`src/epf_pkg.sv`:
```
// Constants and types for the frame load and waveform table block
// Function
// Parameter bytes after 13H are pixel data, eight per byte, first in D7.
// Host sends 11H after the last pixel byte before any panel drive.
// Second frame goes to new plane in black/white, red plane otherwise.
// Automatic sequence steps run back to back with no host command.
// 17H with A5H runs power on, refresh, power off.
// 17H with A7H runs power on, refresh, power off, deep sleep.
// Automatic sequence accepted only while busy_n is high.
// 20H stores its bytes in arrival order as common table.
// Full tables hold eight groups of seven bytes, fifty-six bytes.
// Phase byte: level code in bits 7:6, frame count in 5:0.
// First group byte is the group repeat count, zero is none.
// Phase frame count holds a phase 0 to 63 frames.
// Bytes six and seven give state one and state two repeats.
// Common codes: offset, high, low, floating.
// Source codes: ground, positive, negative, red positive.
// Mode bit 0 uses eight groups, mode bit 1 uses six.
// 21H loads white-to-white table of six groups.
// White-to-white table used only in black/white mode.
// 22H loads eight-group black-to-white or red table.
// Data stop reports bit 7 set when a whole frame arrived.
// Deep sleep is left only through reset.
// Unknown auto codes ignored; unwritten table bytes keep old values.
// Host sends pixel count over eight bytes per frame.
package epf_pkg;
  // Command codes
  localparam logic [7:0] EPF_CMD_DATA_STOP = 8'h11;
  localparam logic [7:0] EPF_CMD_FRAME2    = 8'h13;
  localparam logic [7:0] EPF_CMD_AUTO      = 8'h17;
  localparam logic [7:0] EPF_CMD_LUT_COM   = 8'h20;
  localparam logic [7:0] EPF_CMD_LUT_WW    = 8'h21;
  localparam logic [7:0] EPF_CMD_LUT_BWR   = 8'h22;
  // Automatic sequence codes
  localparam logic [7:0] EPF_AUTO_REFRESH  = 8'hA5;
  localparam logic [7:0] EPF_AUTO_SLEEP    = 8'hA7;
  localparam logic [7:0] EPF_AUTO_RESET    = 8'hA5;
  // Table geometry
  localparam logic [5:0] EPF_GROUP_BYTES   = 6'h07;
  localparam logic [5:0] EPF_FULL_BYTES    = 6'h38;
  localparam logic [5:0] EPF_WW_BYTES      = 6'h2A;
  localparam logic [3:0] EPF_GROUPS_FULL   = 4'h8;
  localparam logic [3:0] EPF_GROUPS_BW     = 4'h6;
  localparam logic [3:0] EPF_GROUPS_NONE   = 4'h0;
  localparam int         EPF_TABLES        = 3;
  localparam int         EPF_TABLE_MAX     = 56;
  // Item positions inside a group
  localparam logic [2:0] EPF_ITEM_GRP_RPT  = 3'h0;
  localparam logic [2:0] EPF_ITEM_PH_LAST  = 3'h4;
  localparam logic [2:0] EPF_ITEM_ST1_RPT  = 3'h5;
  localparam logic [2:0] EPF_ITEM_ST2_RPT  = 3'h6;
  // Phase byte fields and status bit
  localparam int         EPF_LVL_MSB       = 7;
  localparam int         EPF_LVL_LSB       = 6;
  localparam int         EPF_FRM_MSB       = 5;
  localparam int         EPF_FLAG_BIT      = 7;
  // Table selectors
  localparam logic [1:0] EPF_TBL_COM       = 2'h0;
  localparam logic [1:0] EPF_TBL_WW        = 2'h1;
  localparam logic [1:0] EPF_TBL_BWR       = 2'h2;
  localparam int         EPF_FIFO_DEPTH    = 16;
  localparam int         EPF_PIXEL_BYTES   = 6512;
  // Level codes of the common table
  typedef enum logic [1:0] {
    EPF_COM_OFFSET = 2'h0, EPF_COM_HIGH = 2'h1,
    EPF_COM_LOW    = 2'h2, EPF_COM_FLOAT = 2'h3
  } epf_com_level_t;
  // Level codes of the source tables
  typedef enum logic [1:0] {
    EPF_SRC_GND = 2'h0, EPF_SRC_POS = 2'h1,
    EPF_SRC_NEG = 2'h2, EPF_SRC_RED_POS = 2'h3
  } epf_src_level_t;
  // Sequencer states
  typedef enum logic [5:0] {
    EPF_IDLE  = 6'h01, EPF_PON  = 6'h02, EPF_DRF   = 6'h04,
    EPF_POF   = 6'h08, EPF_DEEP_SLEEP_STEP = 6'h10, EPF_SLEEP = 6'h20
  } epf_seq_t;
endpackage : epf_pkg

```
`src/epf_frame_lut.sv`:
```
// Pixel FIFO and command interpreter for frame load and waveform tables
`timescale 1ns/1ps
`default_nettype none

module epf_fifo #(
  parameter int W = 8,
  parameter int D = 16
) (
  // Clock and reset
  input  wire logic         sys_clk,
  input  wire logic         sys_rst,
  // Filling side
  input  wire logic         in_valid,
  output logic              in_ready,
  input  wire logic [W-1:0] in_data,
  // Draining side
  output logic              out_valid,
  input  wire logic         out_ready,
  output logic [W-1:0]      out_data
);
  localparam int AW = $clog2(D);
  typedef struct packed {
    logic [D-1:0][W-1:0] mem;
    logic [AW-1:0]       wp;
    logic [AW-1:0]       rp;
    logic [AW:0]         cnt;
    logic                rdy;
  } epf_fifo_t;
  epf_fifo_t s_q, s_d;
  logic push, pop;

  // Handshakes on both sides
  assign push      = in_valid && s_q.rdy;
  assign pop       = out_valid && out_ready;
  assign in_ready  = s_q.rdy;
  assign out_valid = (s_q.cnt != '0);
  assign out_data  = s_q.mem[s_q.rp];

  // Pointer, count and registered full flag
  always_comb begin
    s_d = s_q;
    if (push) begin
      s_d.mem[s_q.wp] = in_data;
      s_d.wp = s_q.wp + 1'b1;
    end
    if (pop) begin
      s_d.rp = s_q.rp + 1'b1;
    end
    s_d.cnt = s_q.cnt + {{AW{1'b0}}, push} - {{AW{1'b0}}, pop};
    s_d.rdy = (s_d.cnt != (AW+1)'(D));
  end

  always_ff @(posedge sys_clk) begin
    if (sys_rst) begin
      s_q     <= '0;
      s_q.rdy <= 1'b1;
    end else begin
      s_q <= s_d;
    end
  end
endmodule : epf_fifo

module epf_frame_lut import epf_pkg::*; #(
  parameter int PIXEL_BYTES = EPF_PIXEL_BYTES,
  parameter int CW          = 16
) (
  // Clock and reset
  input  wire logic          sys_clk,
  input  wire logic          sys_rst,
  // Host byte stream from the serial port
  input  wire logic          host_valid,
  input  wire logic          command_or_parameter_select,
  input  wire logic [7:0]    host_byte,
  output logic               host_ready,
  // Mode and status
  input  wire logic          colour_mode_select,
  output logic               busy_n_q,
  output logic [7:0]         stop_status_q,
  // Power and refresh steps
  output logic               power_on_step_q,
  output logic               display_refresh_step_q,
  output logic               power_off_step_q,
  output logic               deep_sleep_step_q,
  input  wire logic          step_done,
  // Frame memory write port
  output logic               fm_valid_q,
  input  wire logic          fm_ready,
  output logic               fm_red_plane_q,
  output logic [CW-1:0]      fm_addr_q,
  output logic [7:0]         fm_data_q,
  // Table read port
  input  wire logic [1:0]    rd_tbl,
  input  wire logic [2:0]    rd_group,
  input  wire logic [2:0]    rd_item,
  output logic [7:0]         rd_byte_q,
  output logic [1:0]         rd_level_q,
  output logic [5:0]         rd_frames_q,
  output logic [7:0]         rd_repeat_q,
  output logic               rd_in_use_q,
  output logic               rd_com_float_q,
  output logic [3:0]         groups_used_q
);
  localparam int FW = 1 + CW + 8;

  typedef struct packed {
    epf_seq_t                  seq;
    logic                      to_sleep;
    logic                      auto_run;
    logic [7:0]                cmd;
    logic [7:0]                auto_code;
    logic [5:0]                idx;
    logic [CW-1:0]             pix_cnt;
    logic [7:0]                stop_status;
    logic                      busy_n;
    logic                      fm_valid;
    logic                      fm_red;
    logic [CW-1:0]             fm_addr;
    logic [7:0]                fm_data;
    logic [7:0]                rd_byte;
    logic [1:0]                rd_level;
    logic [5:0]                rd_frames;
    logic [7:0]                rd_repeat;
    logic                      rd_in_use;
    logic                      rd_float;
    logic [3:0]                groups;
    logic [EPF_TABLES-1:0][EPF_TABLE_MAX-1:0][7:0] lut;
  } epf_state_t;

  epf_state_t s_q, s_d;

  // Byte position of an item in a table
  function automatic logic [5:0] byte_index(input logic [2:0] g,
                                            input logic [2:0] it);
    return 6'({3'h0, g} * EPF_GROUP_BYTES + {3'h0, it});
  endfunction : byte_index

  // Groups executed for a table in a colour mode
  function automatic logic [3:0] groups_for(input logic [1:0] tbl,
                                            input logic       bw);
    if (tbl == EPF_TBL_WW) begin
      return bw ? EPF_GROUPS_BW : EPF_GROUPS_NONE;  // see
    end
    if (tbl == EPF_TBL_COM || tbl == EPF_TBL_BWR) begin
      return bw ? EPF_GROUPS_BW : EPF_GROUPS_FULL;
    end
    return EPF_GROUPS_NONE;
  endfunction : groups_for

  // Bytes a table accepts
  function automatic logic [5:0] table_bytes(input logic [7:0] c);
    return (c == EPF_CMD_LUT_WW) ? EPF_WW_BYTES : EPF_FULL_BYTES;
  endfunction : table_bytes

  logic          take;
  logic          is_cmd;
  logic          is_par;
  logic          asleep;
  logic          pix_push;
  logic          fifo_rdy;
  logic          fifo_out_valid;
  logic          fifo_pop;
  logic [FW-1:0] fifo_wdata;
  logic [FW-1:0] fifo_rdata;
  logic [1:0]    wr_tbl;
  logic [5:0]    rd_idx;

  // Byte acceptance; host stalls while the pixel FIFO is full
  assign take     = host_valid && fifo_rdy;
  assign asleep   = (s_q.seq == EPF_SLEEP);
  assign is_cmd   = take && !command_or_parameter_select && !asleep;
  assign is_par   = take && command_or_parameter_select && !asleep;
  assign pix_push = is_par && (s_q.cmd == EPF_CMD_FRAME2);
  // Red plane in black/white/red mode, new plane in black/white
  assign fifo_wdata = {!colour_mode_select, s_q.pix_cnt, host_byte};
  assign fifo_pop   = !s_q.fm_valid || fm_ready;
  assign wr_tbl     = (s_q.cmd == EPF_CMD_LUT_COM) ? EPF_TBL_COM :
                      (s_q.cmd == EPF_CMD_LUT_WW)  ? EPF_TBL_WW  : EPF_TBL_BWR;
  assign rd_idx     = byte_index(rd_group, rd_item);

  epf_fifo #(
    .W (FW),
    .D (EPF_FIFO_DEPTH)
  ) u_fifo (
    .sys_clk   (sys_clk),
    .sys_rst   (sys_rst),
    .in_valid  (pix_push),
    .in_ready  (fifo_rdy),
    .in_data   (fifo_wdata),
    .out_valid (fifo_out_valid),
    .out_ready (fifo_pop),
    .out_data  (fifo_rdata)
  );

  // Command decode, table loads, sequencer and read port
  always_comb begin
    s_d = s_q;
    if (is_cmd) begin
      s_d.cmd = host_byte;
      s_d.idx = '0;
      if (host_byte == EPF_CMD_FRAME2) begin
        s_d.pix_cnt = '0;
      end
      if (host_byte == EPF_CMD_DATA_STOP) begin
        s_d.stop_status = '0;
        s_d.stop_status[EPF_FLAG_BIT] =
          (s_q.pix_cnt == CW'(PIXEL_BYTES));
        if (s_q.pix_cnt == CW'(PIXEL_BYTES) && s_q.seq == EPF_IDLE) begin
          s_d.seq      = EPF_DRF;
          s_d.auto_run = 1'b0;
        end
      end
    end
    if (is_par) begin
      unique case (s_q.cmd)
        EPF_CMD_FRAME2: begin
          if (s_q.pix_cnt != '1) begin
            s_d.pix_cnt = s_q.pix_cnt + 1'b1;
          end
        end
        EPF_CMD_AUTO: begin
          if (s_q.busy_n && s_q.seq == EPF_IDLE) begin
            if (host_byte == EPF_AUTO_REFRESH ||
                host_byte == EPF_AUTO_SLEEP) begin
              s_d.auto_code = host_byte;
              s_d.seq       = EPF_PON;  // see
              s_d.auto_run  = 1'b1;
              s_d.to_sleep  = (host_byte == EPF_AUTO_SLEEP);
            end
          end
        end
        EPF_CMD_LUT_COM, EPF_CMD_LUT_WW, EPF_CMD_LUT_BWR: begin
          // Arrival order fills groups; surplus bytes dropped
          if (s_q.idx < table_bytes(s_q.cmd)) begin
            s_d.lut[wr_tbl][s_q.idx] = host_byte;  // see
            s_d.idx = s_q.idx + 1'b1;
          end
        end
        default: begin
        end
      endcase
    end
    // Steps chain on completion without host help
    if (step_done) begin
      unique case (s_q.seq)
        EPF_PON:  s_d.seq = EPF_DRF;
        EPF_DRF:  s_d.seq = s_q.auto_run ? EPF_POF : EPF_IDLE;
        EPF_POF:  s_d.seq = s_q.to_sleep ? EPF_DEEP_SLEEP_STEP : EPF_IDLE;
        EPF_DEEP_SLEEP_STEP: s_d.seq = EPF_SLEEP;
        // Idle and sleep ignore a stray done so a start in this cycle survives
        default: begin
        end
      endcase
    end
    s_d.busy_n = (s_d.seq == EPF_IDLE);
    // Frame memory output stage
    if (fifo_pop) begin
      s_d.fm_valid = fifo_out_valid;
      s_d.fm_red   = fifo_rdata[FW-1];
      s_d.fm_addr  = fifo_rdata[FW-2:8];
      s_d.fm_data  = fifo_rdata[7:0];
    end
    // Decoded table view
    s_d.rd_byte   = (rd_tbl <= EPF_TBL_BWR && rd_item <= EPF_ITEM_ST2_RPT) ?
                    s_q.lut[rd_tbl][rd_idx] : 8'h00;
    s_d.rd_level  = s_d.rd_byte[EPF_LVL_MSB:EPF_LVL_LSB];
    s_d.rd_frames = s_d.rd_byte[EPF_FRM_MSB:0];
    s_d.rd_repeat = (rd_item == EPF_ITEM_GRP_RPT ||
                     rd_item >= EPF_ITEM_ST1_RPT) ? s_d.rd_byte : 8'h00;  // see
    if (rd_item != EPF_ITEM_GRP_RPT && rd_item <= EPF_ITEM_PH_LAST) begin
      s_d.rd_float = (rd_tbl == EPF_TBL_COM) &&
                     (s_d.rd_level == EPF_COM_FLOAT);
    end else begin
      s_d.rd_level  = EPF_SRC_GND;
      s_d.rd_frames = '0;
      s_d.rd_float  = 1'b0;
    end
    s_d.groups    = groups_for(rd_tbl, colour_mode_select);
    s_d.rd_in_use = ({1'b0, rd_group} < s_d.groups);
  end

  always_ff @(posedge sys_clk) begin
    if (sys_rst) begin
      s_q           <= '0;
      s_q.seq       <= EPF_IDLE;
      s_q.busy_n    <= 1'b1;
      s_q.auto_code <= EPF_AUTO_RESET;
    end else begin
      s_q <= s_d;
    end
  end

  // Outputs from registered state
  assign host_ready             = fifo_rdy;
  assign busy_n_q               = s_q.busy_n;
  assign stop_status_q          = s_q.stop_status;
  assign power_on_step_q        = (s_q.seq == EPF_PON);
  assign display_refresh_step_q = (s_q.seq == EPF_DRF);
  assign power_off_step_q       = (s_q.seq == EPF_POF);
  assign deep_sleep_step_q      = (s_q.seq == EPF_DEEP_SLEEP_STEP);
  assign fm_valid_q             = s_q.fm_valid;
  assign fm_red_plane_q         = s_q.fm_red;
  assign fm_addr_q              = s_q.fm_addr;
  assign fm_data_q              = s_q.fm_data;
  assign rd_byte_q              = s_q.rd_byte;
  assign rd_level_q             = s_q.rd_level;
  assign rd_frames_q            = s_q.rd_frames;
  assign rd_repeat_q            = s_q.rd_repeat;
  assign rd_in_use_q            = s_q.rd_in_use;
  assign rd_com_float_q         = s_q.rd_float;
  assign groups_used_q          = s_q.groups;

  logic auto_par;
  assign auto_par = is_par && s_q.cmd == EPF_CMD_AUTO;
endmodule : epf_frame_lut

`default_nettype wire

```
`config.mk`:
```
export PLATFORM = sky130hd
export DESIGN_NAME = epf_frame_lut
export DESIGN_NICKNAME = d
export VERILOG_FILES = /design/src/epf_pkg.sv /design/src/epf_frame_lut.sv
export SDC_FILE = /design/constraint.sdc
export NUM_CORES = 2
export LEC_CHECK = 0
export ABC_AREA = 1
export BUFFER_PORTS_ARGS = -buffer_cell sky130_fd_sc_hd__buf_4
export CELL_PAD_IN_SITES_DETAIL_PLACEMENT = 1
export CELL_PAD_IN_SITES_GLOBAL_PLACEMENT = 1
export CORE_ASPECT_RATIO = 0.7
export CORE_MARGIN = 8
export CORE_UTILIZATION = 50
export DETAILED_ROUTE_END_ITERATION = 8
export PLACE_DENSITY = 0.9
export SETUP_SLACK_MARGIN = 0.05
export SYNTH_ARGS = -nofsm -noshare
export SYNTH_HDL_FRONTEND = slang
export SYNTH_SLANG_ARGS = --single-unit
```
`constraint.sdc`:
```
create_clock -name sys_clk -period 11.4 [get_ports sys_clk]
set_clock_uncertainty 0.05 [all_clocks]
set_input_delay 2.85 -clock sys_clk [delete_from_list [all_inputs] [get_ports sys_clk]]
set_output_delay 2.85 -clock sys_clk [all_outputs]
set_load 0.1 [all_outputs]
```
==> flow_summary_export.csv <==
group,metric,value,unit
placed_design,place_ws,3.91,ns
logic_synthesis,yosysUniqueCellTypes,51,
hold_path,hold_path.class,"flop to flop",
logic_synthesis,async_flop_share,0,
worst_setup_path,r2r_cells,14,
cells_and_area,synthToLayoutAreaGrowth,7.59,%
logic_synthesis,synth_seq_area_share,0.439,
sta,relSlewSlack,0.0334,
floorplan,fp.dieW,507,µm
sta,fin_crit_sh,0.611,
route,drc_errors,0,
pwr,max-vdd-ir-drop,0.178,mV
clocking,cts_setup_buffers,0,
floorplan,die_y,360,µm
route,wl_per_cell,25.2,µm
clocking,clock_path_buffers,3,
logic_synthesis,netlist_instances,12100,
worst_setup_path,cp.arrival,7.67,ns
cells_and_area,drive_above_1_share,0.0759,
global_routing,antenna_found_initial,18,
clocking,clk_pin_slew,0.06,ns
clocking,cts_resized,0,
cells_and_area,fin_nets,11600,
placed_design,place.detailed.hpwl,203000,µm
floorplan,rows,126,
pwr,p_leak,0.0352,µW
sta,setup_tns,0,ns
outcome,status,"complete, no violations",
worst_setup_path,required,12.11,ns
sta,rsz0062_at_grt,"no",
sta,setup_slack,4.44,ns
floorplan,dieArea,0.182,mm²
clocking,cts_sinks,1852,
clocking,htreeDepth,4,
logic_synthesis,yosysTopAreaCellShare,0.439,
route,drtPass1Iterations,7,
cells_and_area,num-fill-cells,21700,
worst_setup_path,crit_end,"rd_repeat_q[3]$_SDFF_PP0_",
clocking,cts_root_buf,"clkbuf_16",
cells_and_area,multi_input_area,0.0400,mm²
worst_setup_path,path_max_fanout,149,
global_routing,grt-ovfl-total,0,
global_routing,grt_max_degree,272,
clocking,cts_buffers,181,
pwr,cellPowerDensity,174,mW/mm²
clocking,tritoncts,"yes",
logic_synthesis,synth_seq_cells,1852,
sta,fmax,0.144,GHz
worst_setup_path,r2r_setup_slack,6.12,ns
worst_setup_path,crit_type,"input port to flop",
sta,setup-violations-final,0,
route,vias,87600,
global_routing,grt_usage,0.365,
run,drv_cap,0,
route,vias_per_cell,6.31,
cells_and_area,final_cell_mix,"nor2_1 (3078), o21ai_0 (1963), dfxtp_1 (1850)",
logic_synthesis,synth_largest_area_cell,"dfxtp_1",
route,initialDrtViolationCount,10900,
worst_setup_path,endpoint_kind,"flop",
worst_setup_path,r2r_end,"s_q[1310]$_SDFFE_PP0P_",
clocking,hold_buffers,0,
worst_setup_path,r2r_start,"s_q[1441]$_SDFFE_PP0N_",
placed_design,gp_congestion,0.922,
floorplan,start_util,0.502,
route,finalWirelength,350000,µm
sta,maxSlewViolCount,0,
floorplan,core_region_area,0.168,mm²
sta,timing.hold.ws,0.397,ns
logic_synthesis,postSynthAreaPerCell,6.98,µm²
logic_synthesis,synth_edf_count,0,
sta,worstMarginPinSlew,1.44,ns
clocking,insertion_delay,0.86,ns
logic_synthesis,synth_flop_cell,"dfxtp_1",
sta,fin_crit,6.96,ns
cells_and_area,final_common_cell,"nor2_1",
logic_synthesis,synth_area_leaders,"dfxtp_1 (44%), nor2_1 (14%), o21ai_0 (12%), a21oi_1 (5.1%), nand2_1 (4.4%)",
cells_and_area,regArea,0.0371,mm²
sta,hold_viol,0,
logic_synthesis,ys_warn_count,0,
placed_design,io_buffers,84,
logic_synthesis,synth_area,0.0844,mm²
global_routing,grt_pass1_vias,88900,
floorplan,ios,93,
worst_setup_path,crit_path_start,"rd_tbl[1]",
worst_setup_path,startpoint_type,"input port",
global_routing,grt_pass1_wl,530000,µm
route,ant_nets,0,
[metrics by stage]
step	util	cells	total power, µW	cell area, µm²
floorplan	-	12100	8570	84400
global placement	0.505	13600	9520	84900
detailed placement	0.505	13600	9600	84900
CTS	0.540	13900	15700	90800
global route	0.540	13900	16200	90800
finish	0.540	13900	15800	90800
[worst min path at each step]
| stage | startpoint | cells past startpoint | to |
|---|---|---|---|
| CTS | u_fifo.s_q[231]$_SDFFE_PP0P_ | 2 | u_fifo.s_q[231]$_SDFFE_PP0P_ |
| finish | u_fifo.s_q[395]$_SDFFE_PP0P_ | 2 | u_fifo.s_q[395]$_SDFFE_PP0P_ |
| detailed placement | u_fifo.s_q[267]$_SDFFE_PP0P_ | 2 | u_fifo.s_q[267]$_SDFFE_PP0P_ |
| floorplan | u_fifo.s_q[267]$_SDFFE_PP0P_ | 2 | u_fifo.s_q[267]$_SDFFE_PP0P_ |
| global route | u_fifo.s_q[403]$_SDFFE_PP0P_ | 2 | u_fifo.s_q[403]$_SDFFE_PP0P_ |
| global placement | u_fifo.s_q[286]$_SDFFE_PP0P_ | 2 | u_fifo.s_q[286]$_SDFFE_PP0P_ |
[sequential cells by signal, indices dropped and copies added, names as in the netlist, 2 cells and up]
signal	cells
fifo_wdata	16
fm_addr_q	16
fm_data_q	8
groups_used_q	2
rd_byte_q	8
rd_frames_q	6
rd_level_q	2
rd_repeat_q	8
s_q	1366
u_fifo.s_q	413
[synth_stat cells, types with 4 or more instances]
master,number
nand3b_1,5
clkinv_2,62
nor3_1,39
buf_12,8
o211ai_1,121
a21oi_1,862
nor2_1,3083
a211oi_2,18
xnor2_1,5
o21ai_0,1963
o21ai_1,4
dfxtp_1,1852
o22ai_1,23
nor3_4,30
buf_2,97
nand2_4,76
nand4_1,44
o221ai_1,17
ha_1,26
nand3_1,624
clkbuf_1,720
buf_1,57
nor3_2,10
inv_2,20
buf_6,9
inv_1,746
nand2_1,1000
a211oi_1,286
buf_4,86
clkinv_1,9
or2_2,130
nand2_2,11
fa_1,5
xor2_1,6
[critical path: stages]
cell and delay [ns]:
buf_6 0.68, buf_12 0.45, inv_8 0.31, nand2_4 0.36, buf_12 0.65, nor2_1 0.09
o21ai_0 0.54, nand2_1 0.11, nand2_1 0.30, nand3_1 0.12, nand2_1 0.09, nor2_1 0.05
nor2_1 0.40, nor2_1 0.15, nor3_1 0.23
[area by class of cell]
cell class / count / area share
tap: 2240 / 0.0309
clock inverter: 33 / 0.00369
sequential: 1852 / 0.408
multi-input combinational: 8422 / 0.440
clock buffer: 291 / 0.0615
antenna: 8 / 0.000220
inverter: 839 / 0.0362
timing repair buffer: 202 / 0.0188
[where the power goes]
part	internal (µW)	switching [µW]	total (µW)
clock	3430	2750	6180
sequential	6530	65.0	6590
combinational	632	2420	3050
total	10600	5230	15800
[kinds of logic (layout without fill, tap and decap cells)]
family | count (synthesis) | count (layout) | synth area share
fa+ha+maj | 31 | 31 | 0.00504
flops | 1852 | 1852 | 0.439
simple gates | 5062 | 5062 | 0.253
xor+xnor | 11 | 11 | 0.00114
buf+inv | 1817 | 1365 | 0.0896
compound gates | 3310 | 3310 | 0.212
other cells | 1 | 16 | 0.0000444
[routing by layer]
layer | share of wire | routed length [µm] | vias up | track usage
met5 | 0.00026 | 92 | - | 0
met4 | 0.047 | 16500 | 14 | 0.164
met3 | 0.12 | 40900 | 1129 | 0.0996
met2 | 0.42 | 148000 | 4854 | 0.546
met1 | 0.41 | 144000 | 43200 | 0.492
li1 | - | - | 38400 | -
No activity file was read; power rests on OpenSTA's default activity.
